$ cat config.mk
export PLATFORM = sky130hd
export DESIGN_NAME = feedback_prescaler_status_select
export DESIGN_NICKNAME = d
export VERILOG_FILES = /design/src/logic/fb_status_pkg.sv /design/src/logic/feedback_prescaler_status_select.sv /design/src/logic/status_mux.sv
export VERILOG_INCLUDE_DIRS = /design/src /design/src/logic
export SDC_FILE = /design/constraint.sdc
export NUM_CORES = 1
export LEC_CHECK = 0
export BUFFER_PORTS_ARGS = -buffer_cell sky130_fd_sc_hd__buf_4
export CAP_MARGIN = 15
export CORE_UTILIZATION = 35
export CTS_CLUSTER_DIAMETER = 50
export DETAILED_ROUTE_END_ITERATION = 6
export PLACE_DENSITY = 0.65
export SKIP_CTS_REPAIR_TIMING = 1
export SLEW_MARGIN = 15
export SYNTH_ARGS = -nofsm -noshare
export SYNTH_HDL_FRONTEND = slang
export SYNTH_SLANG_ARGS = --single-unit
$ cat constraint.sdc
create_clock -name pclk -period 2.9 [get_ports pclk]
set_input_delay 0.29 -clock pclk [delete_from_list [all_inputs] [get_ports pclk]]
set_output_delay 0.29 -clock pclk [all_outputs]
set_load 0.01 [all_outputs]
$ cat src/logic/fb_status_map.svh
`ifndef FB_STATUS_MAP_SVH
`define FB_STATUS_MAP_SVH
// ----------------------------------------
// register indices and byte addresses
// ----------------------------------------
`define PFC_IDX 12'h016
`define SOS_IDX 12'h017
`define OVR_IDX 12'h01D
`define INF_IDX 12'h040
`define IDX_TO_ADDR(i) ((i) << 2)
`define ADDR_W 12
// ----------------------------------------
// reset values
// ----------------------------------------
`define PFC_RST 8'h06
`define SOS_RST 8'h00
`define OVR_RST 8'h00
// ----------------------------------------
// field positions
// ----------------------------------------
`define PRESC_MSB 2
`define PRESC_LSB 0
`define SEL_MSB 7
`define SEL_LSB 2
`define OVR_BIT 7
`define INF_DUAL_BIT 8
`define INF_PIN_BIT 16
`define INF_TOG_BIT 17
// ----------------------------------------
// prescaler codes and base ratios
// ----------------------------------------
`define PC_FD1 3'h0
`define PC_FD2 3'h1
`define PC_DM2 3'h2
`define PC_DM4 3'h3
`define PC_DM8 3'h4
`define PC_DM16 3'h5
`define PC_DM32 3'h6
`define PC_FD3 3'h7
`define RATIO_1 6'h01
`define RATIO_2 6'h02
`define RATIO_3 6'h03
`define RATIO_4 6'h04
`define RATIO_8 6'h08
`define RATIO_16 6'h10
`define RATIO_32 6'h20
`define RATIO_STEP 6'h01
// ----------------------------------------
// status selector codes
// ----------------------------------------
`define SEL_GND 6'h00
`define SEL_FB 6'h01
`define SEL_REF 6'h02
`define SEL_SWL 6'h03
`define SEL_PRE 6'h04
`define SEL_UP 6'h05
`define SEL_DN 6'h06
`define SEL_TOP 5
`define RM_GND 6'h20
`define RM_REF1 6'h21
`define RM_REF2 6'h22
`define RM_SREF 6'h23
`define RM_UREF 6'h24
`define RM_SOK 6'h25
`define RM_UOK 6'h26
`define RM_F1 6'h27
`define RM_F2 6'h28
`define RM_F12 6'h29
`define RM_LOCK 6'h2A
`define RM_VCO 6'h2B
`define RM_WHICH 6'h2C
`define RM_DLD 6'h2D
`define RM_HOLD 6'h2E
`define RM_LDC 6'h2F
`define RM_VS 6'h30
`endif

$ cat src/logic/fb_status_pkg.sv
package fb_status_pkg;
  typedef enum logic {fixed_divide_mode, dual_modulus_mode} presc_kind_t;

  typedef struct packed {
    presc_kind_t kind;
    logic [5:0] base;
  } presc_cfg_t;

  typedef struct packed {
    logic fb_div_out;
    logic ref_div_out;
    logic swallow_out;
    logic phase_detector_up;
    logic phase_detector_down;
  } pll_nodes_t;

  typedef struct packed {
    logic ref1_clk;
    logic ref2_clk;
    logic sel_ref_clk;
    logic unsel_ref_clk;
    logic sel_ref_ok;
    logic unsel_ref_ok;
    logic ref1_freq_ok;
    logic ref2_freq_ok;
    logic vco_freq_ok;
    logic ref2_selected;
    logic digital_lock_detect;
    logic holdover_active;
    logic ld_comparator;
    logic supply_ok;
  } reference_monitor_pin_nodes_t;
endpackage : fb_status_pkg

$ cat src/logic/feedback_prescaler_status_select.sv
// Summary of operation
// three-bit prescaler mode in feedback control
// fixed divide: 000 by 1, 001 by 2, 111 by 3
// code 010: by 3 if swallow nonzero, else 2
// code 011: by 5 if swallow nonzero, else 4
// code 100: by 9 if swallow nonzero, else 8
// code 101: by 17 if swallow nonzero, else 16
// code 110, default: by 33, else 32
// software clears override before changing selector
// selector 000000 or unlisted 0xxxxx: ground
// selector 000001: feedback divider output, toggling
// selector 000010: reference divider output, toggling
// codes 3 to 6: swallow, prescaler, up, down
// top bit set: reference monitor signal set
`timescale 1ns/100ps
`include "fb_status_map.svh"
module feedback_prescaler_status_select #(
  parameter int SWALLOW_W = 6
) (
  input wire logic pclk,
  input wire logic presetn,
  input wire logic psel,
  input wire logic penable,
  input wire logic pwrite,
  input wire logic [`ADDR_W-1:0] paddr,
  input wire logic [31:0] pwdata,
  output logic [31:0] prdata,
  output logic pready,
  output logic pslverr,
  input wire logic [SWALLOW_W-1:0] swallow_count,
  input fb_status_pkg::pll_nodes_t pll_nodes,
  input fb_status_pkg::reference_monitor_pin_nodes_t reference_monitor_pin_nodes,
  output logic prescaler_out,
  output logic [5:0] prescaler_ratio,
  output logic prescaler_dual,
  output logic status_pin,
  output logic status_toggling
);
  // ----------------------------------------
  // elaboration checks
  // ----------------------------------------
  generate
    if (SWALLOW_W < 1)
    begin : g_bad_width
      $error("swallow counter width must be at least one");
    end
  endgenerate

  // ----------------------------------------
  // decode helpers
  // ----------------------------------------
  function automatic fb_status_pkg::presc_cfg_t presc_decode(input logic [2:0] code);
    fb_status_pkg::presc_cfg_t c;
    c.kind = fb_status_pkg::dual_modulus_mode;
    c.base = `RATIO_32;
    case (code)
      `PC_FD1: begin c.kind = fb_status_pkg::fixed_divide_mode; c.base = `RATIO_1; end
      `PC_FD2: begin c.kind = fb_status_pkg::fixed_divide_mode; c.base = `RATIO_2; end
      `PC_FD3: begin c.kind = fb_status_pkg::fixed_divide_mode; c.base = `RATIO_3; end
      `PC_DM2: c.base = `RATIO_2;
      `PC_DM4: c.base = `RATIO_4;
      `PC_DM8: c.base = `RATIO_8;
      `PC_DM16: c.base = `RATIO_16;
      `PC_DM32: c.base = `RATIO_32;
      default: c.base = `RATIO_32;
    endcase
    return c;
  endfunction : presc_decode

  function automatic logic addr_hit(input logic [`ADDR_W-1:0] a, input logic [`ADDR_W-1:0] idx);
    return a == `ADDR_W'(`IDX_TO_ADDR(idx));
  endfunction : addr_hit

  // ----------------------------------------
  // registers and bus state
  // ----------------------------------------
  logic [7:0] pfc_r;
  logic [7:0] sos_r;
  logic [7:0] ovr_r;
  logic [31:0] prdata_r;
  logic pready_r;
  logic pslverr_r;
  logic [5:0] cnt_r;
  logic presc_out_r;
  logic [5:0] ratio_r;
  logic dual_r;
  logic pin_r;
  logic tog_r;

  logic setup_phase;
  logic wr_commit;
  logic hit_pfc;
  logic hit_sos;
  logic hit_ovr;
  logic hit_inf;
  logic hit_any;
  logic [31:0] rdata_nxt;
  fb_status_pkg::presc_cfg_t cfg;
  logic [5:0] ratio_nxt;
  logic [5:0] cnt_nxt;
  logic wrap;
  logic pin_nxt;
  logic tog_nxt;

  assign setup_phase = psel & ~penable & ~pready_r;
  assign wr_commit = psel & penable & pready_r & pwrite;
  assign hit_pfc = addr_hit(paddr, `PFC_IDX);
  assign hit_sos = addr_hit(paddr, `SOS_IDX);
  assign hit_ovr = addr_hit(paddr, `OVR_IDX);
  assign hit_inf = addr_hit(paddr, `INF_IDX);
  assign hit_any = hit_pfc | hit_sos | hit_ovr | hit_inf;

  // ----------------------------------------
  // apb handshake, no wait state
  // ----------------------------------------
  always_ff @(posedge pclk or negedge presetn)
  begin
    if (!presetn)
    begin
      pready_r <= 1'b0;
    end
    else
    begin
      pready_r <= setup_phase;
    end
  end

  always_ff @(posedge pclk or negedge presetn)
  begin
    if (!presetn)
    begin
      pslverr_r <= 1'b0;
    end
    else
    begin
      pslverr_r <= setup_phase & ~hit_any;
    end
  end

  // read data captured in setup so prdata comes from a flop
  always_comb
  begin
    rdata_nxt = 32'h0000_0000;
    if (hit_pfc)
    begin
      rdata_nxt[7:0] = pfc_r;
    end
    else if (hit_sos)
    begin
      rdata_nxt[7:0] = sos_r;
    end
    else if (hit_ovr)
    begin
      rdata_nxt[7:0] = ovr_r;
    end
    else if (hit_inf)
    begin
      rdata_nxt[5:0] = ratio_r;
      rdata_nxt[`INF_DUAL_BIT] = dual_r;
      rdata_nxt[`INF_PIN_BIT] = pin_r;
      rdata_nxt[`INF_TOG_BIT] = tog_r;
    end
  end

  always_ff @(posedge pclk or negedge presetn)
  begin
    if (!presetn)
    begin
      prdata_r <= 32'h0000_0000;
    end
    else if (setup_phase & ~pwrite)
    begin
      prdata_r <= rdata_nxt;
    end
  end

  // ----------------------------------------
  // configuration registers
  // ----------------------------------------
  always_ff @(posedge pclk or negedge presetn)
  begin
    if (!presetn)
    begin
      pfc_r <= `PFC_RST;
    end
    else if (wr_commit & hit_pfc)
    begin
      pfc_r <= pwdata[7:0];
    end
  end

  // selector write held off while override is set: keeps the pin stable
  always_ff @(posedge pclk or negedge presetn)
  begin
    if (!presetn)
    begin
      sos_r <= `SOS_RST;
    end
    else if (wr_commit & hit_sos)
    begin
      sos_r[`SEL_LSB-1:0] <= pwdata[`SEL_LSB-1:0];
      if (!ovr_r[`OVR_BIT])
      begin
        sos_r[`SEL_MSB:`SEL_LSB] <= pwdata[`SEL_MSB:`SEL_LSB];
      end
    end
  end

  always_ff @(posedge pclk or negedge presetn)
  begin
    if (!presetn)
    begin
      ovr_r <= `OVR_RST;
    end
    else if (wr_commit & hit_ovr)
    begin
      ovr_r <= pwdata[7:0];
    end
  end

  // ----------------------------------------
  // prescaler ratio select
  // ----------------------------------------
  always_comb
  begin
    cfg = presc_decode(pfc_r[`PRESC_MSB:`PRESC_LSB]);
    ratio_nxt = cfg.base;
    if (cfg.kind == fb_status_pkg::dual_modulus_mode && swallow_count != '0)
    begin
      ratio_nxt = cfg.base + `RATIO_STEP;
    end
  end

  always_ff @(posedge pclk or negedge presetn)
  begin
    if (!presetn)
    begin
      ratio_r <= `RATIO_32;
    end
    else
    begin
      ratio_r <= ratio_nxt;
    end
  end

  always_ff @(posedge pclk or negedge presetn)
  begin
    if (!presetn)
    begin
      dual_r <= 1'b1;
    end
    else
    begin
      dual_r <= (cfg.kind == fb_status_pkg::dual_modulus_mode);
    end
  end

  // ----------------------------------------
  // prescaler counter
  // ----------------------------------------
  // pclk stands in for the vco edge; a shrinking ratio wraps at once
  always_comb
  begin
    wrap = (cnt_r + `RATIO_STEP) >= ratio_r;
    cnt_nxt = wrap ? 6'h00 : cnt_r + `RATIO_STEP;
  end

  always_ff @(posedge pclk or negedge presetn)
  begin
    if (!presetn)
    begin
      cnt_r <= 6'h00;
    end
    else
    begin
      cnt_r <= cnt_nxt;
    end
  end

  always_ff @(posedge pclk or negedge presetn)
  begin
    if (!presetn)
    begin
      presc_out_r <= 1'b0;
    end
    else
    begin
      presc_out_r <= wrap;
    end
  end

  // ----------------------------------------
  // status pin routing
  // ----------------------------------------
  status_mux u_status_mux (
    .sel(sos_r[`SEL_MSB:`SEL_LSB]),
    .pll(pll_nodes),
    .rm(reference_monitor_pin_nodes),
    .presc_pulse(presc_out_r),
    .pin(pin_nxt),
    .toggling(tog_nxt)
  );

  // one flop of latency traded for a glitch-free pin
  always_ff @(posedge pclk or negedge presetn)
  begin
    if (!presetn)
    begin
      pin_r <= 1'b0;
    end
    else
    begin
      pin_r <= pin_nxt;
    end
  end

  always_ff @(posedge pclk or negedge presetn)
  begin
    if (!presetn)
    begin
      tog_r <= 1'b0;
    end
    else
    begin
      tog_r <= tog_nxt;
    end
  end

  // ----------------------------------------
  // outputs
  // ----------------------------------------
  assign prdata = prdata_r;
  assign pready = pready_r;
  assign pslverr = pslverr_r;
  assign prescaler_out = presc_out_r;
  assign prescaler_ratio = ratio_r;
  assign prescaler_dual = dual_r;
  assign status_pin = pin_r;
  assign status_toggling = tog_r;
endmodule : feedback_prescaler_status_select

$ cat src/logic/status_mux.sv
`timescale 1ns/100ps
`include "fb_status_map.svh"
module status_mux (
  input wire logic [5:0] sel,
  input fb_status_pkg::pll_nodes_t pll,
  input fb_status_pkg::reference_monitor_pin_nodes_t rm,
  input wire logic presc_pulse,
  output logic pin,
  output logic toggling
);
  // ----------------------------------------
  // selector decode
  // ----------------------------------------
  always_comb
  begin
    pin = 1'b0;
    toggling = 1'b0;
    case (sel)
      `SEL_FB: begin pin = pll.fb_div_out; toggling = 1'b1; end
      `SEL_REF: begin pin = pll.ref_div_out; toggling = 1'b1; end
      `SEL_SWL: begin pin = pll.swallow_out; toggling = 1'b1; end
      `SEL_PRE: begin pin = presc_pulse; toggling = 1'b1; end
      `SEL_UP: begin pin = pll.phase_detector_up; toggling = 1'b1; end
      `SEL_DN: begin pin = pll.phase_detector_down; toggling = 1'b1; end
      `RM_REF1: begin pin = rm.ref1_clk; toggling = 1'b1; end
      `RM_REF2: begin pin = rm.ref2_clk; toggling = 1'b1; end
      `RM_SREF: begin pin = rm.sel_ref_clk; toggling = 1'b1; end
      `RM_UREF: begin pin = rm.unsel_ref_clk; toggling = 1'b1; end
      `RM_SOK: pin = rm.sel_ref_ok;
      `RM_UOK: pin = rm.unsel_ref_ok;
      `RM_F1: pin = rm.ref1_freq_ok;
      `RM_F2: pin = rm.ref2_freq_ok;
      `RM_F12: pin = rm.ref1_freq_ok & rm.ref2_freq_ok;
      `RM_LOCK: pin = rm.digital_lock_detect & rm.sel_ref_ok & rm.vco_freq_ok;
      `RM_VCO: pin = rm.vco_freq_ok;
      `RM_WHICH: pin = rm.ref2_selected;
      `RM_DLD: pin = rm.digital_lock_detect;
      `RM_HOLD: pin = rm.holdover_active;
      `RM_LDC: pin = rm.ld_comparator;
      `RM_VS: pin = rm.supply_ok;
      // ground for 000000, 100000 and every unlisted code
      default: pin = 1'b0;
    endcase
  end
endmodule : status_mux

# Word level (Yosys, flattened, before mapping)
# Index checks and enable logic that the tools add are counted.
# word_totals
inputBits,74
regBits,53
out_inout_bits,44
# op_classes
mux,19
bitwise,21
addsub,2
n_reduce_logical,7
eq_ne,33
n_lt_le_gt_ge,1
# op_table
operator,n
"== test 6 bit, second input constant",16
one-hot mux 6 bit (7 select lines),1
"== test 12 x 7 -> 1 bit, second input constant",3
2-to-1 mux 6 bit,4
one-hot mux 1 bit (22 select lines),1
"== test 6 x 3 -> 1 bit, second input constant",3
2-to-1 mux 8 bit,2
bitwise AND 1 bit,13
"adder 6 x 1 -> 6 bit, second input constant",2
"== test 12 x 9 -> 1 bit, second input constant",1
"== test 3 bit, second input constant",4
"== test 6 x 2 -> 1 bit, second input constant",2
2-to-1 mux 2 bit,5
OR reduction 10 bit,1
"== test 3 x 2 -> 1 bit, second input constant",2
"== test 6 x 1 -> 1 bit, second input constant",1
>= comparator 6 bit,1
2-to-1 mux 1 bit,6
nonzero test 6 bit,1
inverter 1 bit,5
"== test 3 x 1 -> 1 bit, second input constant",1
logical NOT 3 bit,1
bitwise OR 1 bit,3
OR reduction 3 bit,1
3 further kinds,3

# Longest topological paths before layout
# depth
ltp_word,6
ltp_mapped,8
ltp_nobuf,7

# Modules after synthesis
# Synthesis repeated with hierarchy kept, for this count alone.
# unflattened
cells_unflattened,295
area_unflattened_um2,3081.7
# modules_own_cells
mod,cells_each,area_per_inst_um2,n_inst,seq_area_each_um2
feedback_prescaler_status_select,252,2748.9,1,1331.3
status_mux,43,332.8,1,0.0

# Worst setup path before layout
# No wires, ideal clock.
# synth_timing
path_kind,input to register
start,in paddr[7]
end,reg ovr_r[0]
arrival_ps,1652
path_buffers,2
setup_slack_ps,1121
setup_time_ps,127
path_stages,6
cell_sequence,nor4_1 > and4_1 > buf_2 > and2_1 > buf_4 > mux2_1
# synth_between
elab_chain_len,2
# synth_rtl
element,line_no,text
start: declaration,feedback_prescaler_status_select.sv:25,"input wire logic [`ADDR_W-1:0] paddr,"
== test 12 x 7 -> 1 bit,feedback_prescaler_status_select.sv:71,return a == `ADDR_W'(`IDX_TO_ADDR(idx));
bitwise AND 1 bit,feedback_prescaler_status_select.sv:215,else if (wr_commit & hit_ovr)
end signal: assignment,feedback_prescaler_status_select.sv:213,ovr_r <= `OVR_RST;
end signal: assignment,feedback_prescaler_status_select.sv:217,ovr_r <= pwdata[7:0];
end: declaration,feedback_prescaler_status_select.sv:79,logic [7:0] ovr_r;
# Every way passes these cells.
# A chain may end at the register's enable or synchronous reset.

# Worst setup path in the final report
# layout_timing
start,reg sos_r[3]
end,"reg pin_r, in the netlist status_pin"
# layout_between
elab_chain_len,2
elab_cells_between_ends,23
classes_between,22 x eq/ne; 1 x mux
# layout_rtl
element,line_no,text
start: declaration,feedback_prescaler_status_select.sv:78,logic [7:0] sos_r;
start signal: assignment,feedback_prescaler_status_select.sv:197,sos_r <= `SOS_RST;
start signal: indexed assignment,feedback_prescaler_status_select.sv:201,sos_r[`SEL_LSB-1:0] <= pwdata[`SEL_LSB-1:0];
start signal: indexed assignment,feedback_prescaler_status_select.sv:204,sos_r[`SEL_MSB:`SEL_LSB] <= pwdata[`SEL_MSB:`SEL_LSB];
"== test 6 bit, or another cell as far along",status_mux.sv:18,case (sel)
one-hot mux 1 bit (22 select lines) *,status_mux.sv:18,
net pin_nxt,feedback_prescaler_status_select.sv:102,logic pin_nxt;
end signal: assignment,feedback_prescaler_status_select.sv:313,pin_r <= pin_nxt;
end: declaration,feedback_prescaler_status_select.sv:87,logic pin_r;
# Mark *: on every way through the listed nets, which the timed path passes. The rest lies on a longest branch.

==> metrics.csv <==
stage,metric,value,unit
run_status,run status,finished with violations,
run_status,failing checks,negative hold slack,
worst_setup_path,crit path launch type,register,
clocking,total number of clock tree sinks,53,
floorplan,num ports,118,
yosys,main combinational cell family by area after synthesis,simple AND/OR/NAND/NOR gates,
routing,DRC violations left,0,
sta,unrepaired setup endpoints after global routing,no,
finish,share of post-route cells with drive strength above 1,29.89,%
placement,Final HPWL DP,5006,um
floorplan,die height,94.80,um
routing,detail-routed net length per standard cell,14.71,um
worst_setup_path,"Critical Path, Cell by Cell",mux4_2 -> nand2_1 -> a2111oi_0 -> or4_1,
min_path,Hold Crit Class,input pin to asynchronous set/reset pin,
grt,largest net degree at the start of global routing,54,
sta,worst setup skew after layout,0.01334,ns
worst_setup_path,critical register-to-register path startpoint,sos_r[3],
sta,smallest setup slack after layout,0.8019,ns
worst_setup_path,worst r2r path cells,4,
yosys,mux contribution to synthesized area,10.83,%
sta,final-report hold violation count,5,
finish,Area Overhead vs Synth,22.42,%
sta,worst max-slew margin expressed relative to the limit,56.75,%
power,power density over the cells,401.2,nW/um^2
routing,via count,2310,
yosys,fraction of the mapped netlist area in adder cells,3.238,%
grt,total overflow reported by the global router,0,
flow_run,maximum capacitance violations,0,
placement,# port buffers,72,
yosys,Synth area leader,sky130_fd_sc_hd__dfrtp_1,
grt,via count of the first global-routing pass,2259,
clocking,level count of the clock H-tree,2,
floorplan,chip width,94.80,um
worst_setup_path,delay of the slowest critical-path stage,0.68,ns
routing,antenna violation net count after detailed routing,0,
power,Pwr Total,0.001480,W
clocking,library cell used as clock root buffer,sky130_fd_sc_hd__clkbuf_8,
routing,total wire length,6662,um
yosys,average size of a mapped cell,10.76,sq um
clocking,number of buffers added by the clock tree synthesis step,5,
floorplan,initial cell density of the core,36.50,%
worst_setup_path,worst r2r dst,status_pin,
routing,drt pass-1 iters,4,
finish,Diodes inserted,0,
worst_setup_path,required time of the worst setup path,3.07,ns
floorplan,area enclosed by the die boundary,8987,sq um
finish,number of fill cells in the layout,811,
sta,final worst path period need,2.098,ns
routing,initial DRC count,68,
worst_setup_path,maximum fanout count along the critical path,17,
yosys,compound-cell area share of the yosys netlist,13.08,%
power,maximum VDD drop,0.1934,mV
clocking,clock latency of the later-clocked register in the worst-skew pair,0.31,ns
clocking,clock transition at the registers of the reported paths,0.10,ns
yosys,number of warnings reported in the yosys synthesis log,0,
yosys,number of distinct library cell variants in the gate-level netlist after synthesis,55,
sta,tightest hold margin,-0.007924,ns
yosys,ys async rst share,100.0,%
yosys,Synth top area share,40.68,%
placement,worst slack at placement,0.7157,ns
yosys,post-synthesis share of cell area spent on xor and xnor gates,1.453,%
worst_setup_path,crit path kind,register to register,
yosys,"Primary FF master, synth",sky130_fd_sc_hd__dfrtp_1,
power,static power due to leakage,1.790,nW
floorplan,Core Box Area,8258,sq um
worst_setup_path,cell with the largest stage delay on the worst path,sky130_fd_sc_hd__dfrtp_1,
finish,final net count,428,
routing,number of vias per cell after detailed routing,5.099,
grt,wire length of the first global-routing pass,10770,um
floorplan,number of placement rows,33,
worst_setup_path,Worst EP arrival,2.27,ns
yosys,sequential share of the synthesized area,44.17,%
clocking,TritonCTS clock tree,built,
sta,top achievable clock speed,476.6,MHz
yosys,Post-synth EDFFs,0,
placement,Final GP Congestion,0.7383,
clocking,maximum number of buffers from clock root to sink,2,
grt,number of antenna violations at the first check in global routing,0,
yosys,top cells by area in the synthesized netlist,"sky130_fd_sc_hd__dfrtp_1 41%, sky130_fd_sc_hd__mux2_1 9.3%, sky130_fd_sc_hd__buf_4 5.5%, sky130_fd_sc_hd__dfstp_2 3.5%, sky130_fd_sc_hd__ha_1 2.9%",
sta,Final Max Tran Viols,0,
sta,final sum of negative setup slack,0,ns
worst_setup_path,kind of capture point of the worst setup path,register,
sta,share of the cycle needed by the critical path after routing,72.35,%
worst_setup_path,minimum setup slack among reg-to-reg paths,0.80,ns
yosys,Netlist Area Pre-Place,3014,sq um
yosys,"post-synthesis share of cell area spent on and, or, nand and nor gates",18.31,%
grt,total routing usage reported by global routing,15.69,%
yosys,post-synthesis register bit count,53,
sta,"Setup violations, final",0,
yosys,cells after synthesis,280,
sta,actual transition at the worst max-transition pin,0.6487,ns
-- sequential cells by signal (all words and copies together) (netlist names) --
signal           count
prdata              11
ovr_r                8
pfc_r                8
sos_r                8
cnt_r                6
prescaler_ratio      6
pready               1
prescaler_dual       1
prescaler_out        1
pslverr              1
status_pin           1
status_toggling      1
-- layout by cell type, fill, tap and decap left out, types with 3 or more instances in the layout --
master,Yosys,routed
sky130_fd_sc_hd__buf_4,22,75
sky130_fd_sc_hd__dfrtp_1,49,49
sky130_fd_sc_hd__mux2_1,25,25
sky130_fd_sc_hd__conb_1,1,21
sky130_fd_sc_hd__inv_1,13,13
sky130_fd_sc_hd__nor2_1,13,13
sky130_fd_sc_hd__a21oi_1,11,11
sky130_fd_sc_hd__nand2_1,11,11
sky130_fd_sc_hd__nor3_1,10,10
sky130_fd_sc_hd__and3b_1,8,8
sky130_fd_sc_hd__nand3_1,7,7
sky130_fd_sc_hd__ha_1,7,7
sky130_fd_sc_hd__a211oi_1,6,6
sky130_fd_sc_hd__a22oi_1,6,6
sky130_fd_sc_hd__a211oi_2,6,6
sky130_fd_sc_hd__nor3b_1,5,5
sky130_fd_sc_hd__clkbuf_8,0,5
sky130_fd_sc_hd__nor2b_1,4,4
sky130_fd_sc_hd__dfstp_2,4,4
sky130_fd_sc_hd__nand4_1,3,3
sky130_fd_sc_hd__nor4bb_1,3,3
sky130_fd_sc_hd__xnor2_1,3,3
sky130_fd_sc_hd__and2_1,3,3
sky130_fd_sc_hd__and4_1,3,3
-- where the power goes --
| part | switching [W] | internal (W) |
|---|---|---|
| clock | 0.000253 | 0.000263 |
| sequential | 0.0000160 | 0.000760 |
| combinational | 0.0000910 | 0.0000970 |
| total | 0.000360 | 0.00112 |
-- routing by layer --
metal,GRT usage [%],part of all wire (%),vias up
met1,20.99,45,1103
met5,0,0,-
met3,3.865,5.7,8
met2,25.24,48,84
met4,4.293,1.4,0
li1,-,-,1115
-- synthesized netlist by cell type, types with 2 or more instances --
master,count
sky130_fd_sc_hd__mux2_1,25
sky130_fd_sc_hd__buf_4,22
sky130_fd_sc_hd__buf_2,2
sky130_fd_sc_hd__o211ai_1,2
sky130_fd_sc_hd__a21o_1,2
sky130_fd_sc_hd__a211oi_2,6
sky130_fd_sc_hd__nand4_1,3
sky130_fd_sc_hd__nor4bb_1,3
sky130_fd_sc_hd__ha_1,7
sky130_fd_sc_hd__a32oi_1,2
sky130_fd_sc_hd__a221oi_1,2
sky130_fd_sc_hd__and4_1,3
sky130_fd_sc_hd__a22oi_1,6
sky130_fd_sc_hd__a211oi_1,6
sky130_fd_sc_hd__nor4_1,2
sky130_fd_sc_hd__or4_4,2
sky130_fd_sc_hd__inv_1,13
sky130_fd_sc_hd__mux2_2,2
sky130_fd_sc_hd__nor2_1,13
sky130_fd_sc_hd__nor3b_1,5
sky130_fd_sc_hd__dfrtp_1,49
sky130_fd_sc_hd__and2_1,3
sky130_fd_sc_hd__o21ai_1,2
sky130_fd_sc_hd__xnor2_1,3
sky130_fd_sc_hd__nor3_1,10
sky130_fd_sc_hd__and3b_1,8
sky130_fd_sc_hd__nand3_1,7
sky130_fd_sc_hd__nand2b_1,2
sky130_fd_sc_hd__nand3b_1,2
sky130_fd_sc_hd__a2111oi_0,2
sky130_fd_sc_hd__xor2_1,2
sky130_fd_sc_hd__nor2b_1,4
sky130_fd_sc_hd__and3_1,2
sky130_fd_sc_hd__dfstp_2,4
sky130_fd_sc_hd__a21oi_1,11
sky130_fd_sc_hd__clkbuf_1,11
sky130_fd_sc_hd__nand2_1,11
sky130_fd_sc_hd__o21ai_0,2
-- metrics by stage --
stage | util [%] | cells | hold slack (ns) | area (sq um)
floorplan | - | 300 | -0.005591 | 3089
finish | 44.68 | 453 | -0.007924 | 3690
detailed placement | 43.27 | 445 | 0.3687 | 3573
CTS | 44.68 | 453 | 0.02322 | 3690
global placement | 43.27 | 445 | 0.3598 | 3573
global route | 44.68 | 453 | 0.03138 | 3690
-- cells by family (layout without fill, tap and decap cells) --
family,Yosys count,after routing
compound gates,49,49
other cells,1,21
mux,28,28
flops,53,53
buf+inv,48,96
simple gates,88,88
fa+ha+maj,8,8
xor+xnor,5,5
-- critical path, delay by kind of cell, from the launching register on --
family / cells / cell delay [ns]
mux: 1 / 0.57
simple gates: 2 / 0.62
flops: 1 / 0.68
compound gates: 1 / 0.09
-- worst max-delay path by stage --
| stage | start | end | depth (start not counted) |
|---|---|---|---|
| 5_1_grt | sos_r[3] | status_pin | 4 |
| 2_1_floorplan | paddr[7] | ovr_r[0] | 6 |
| 4_1_cts | sos_r[3] | status_pin | 4 |
| 3_3_place_gp | paddr[7] | pfc_r[6] | 5 |
| 3_5_place_dp | paddr[7] | sos_r[5] | 5 |
| 6_report | sos_r[3] | status_pin | 4 |
-- final cells by class --
class                      instances  area (sq um)  area share (%)
clock buffer                       5         68.82           1.865
timing repair buffer              75         563.0           15.26
tap                              105         131.4           3.561
sequential                        53          1331           36.08
inverter                          13         48.80           1.322
multi-input combinational        199          1499           40.62
clock inverter                     3         47.55           1.289
Note: power is estimated with default switching activity, not from simulation.
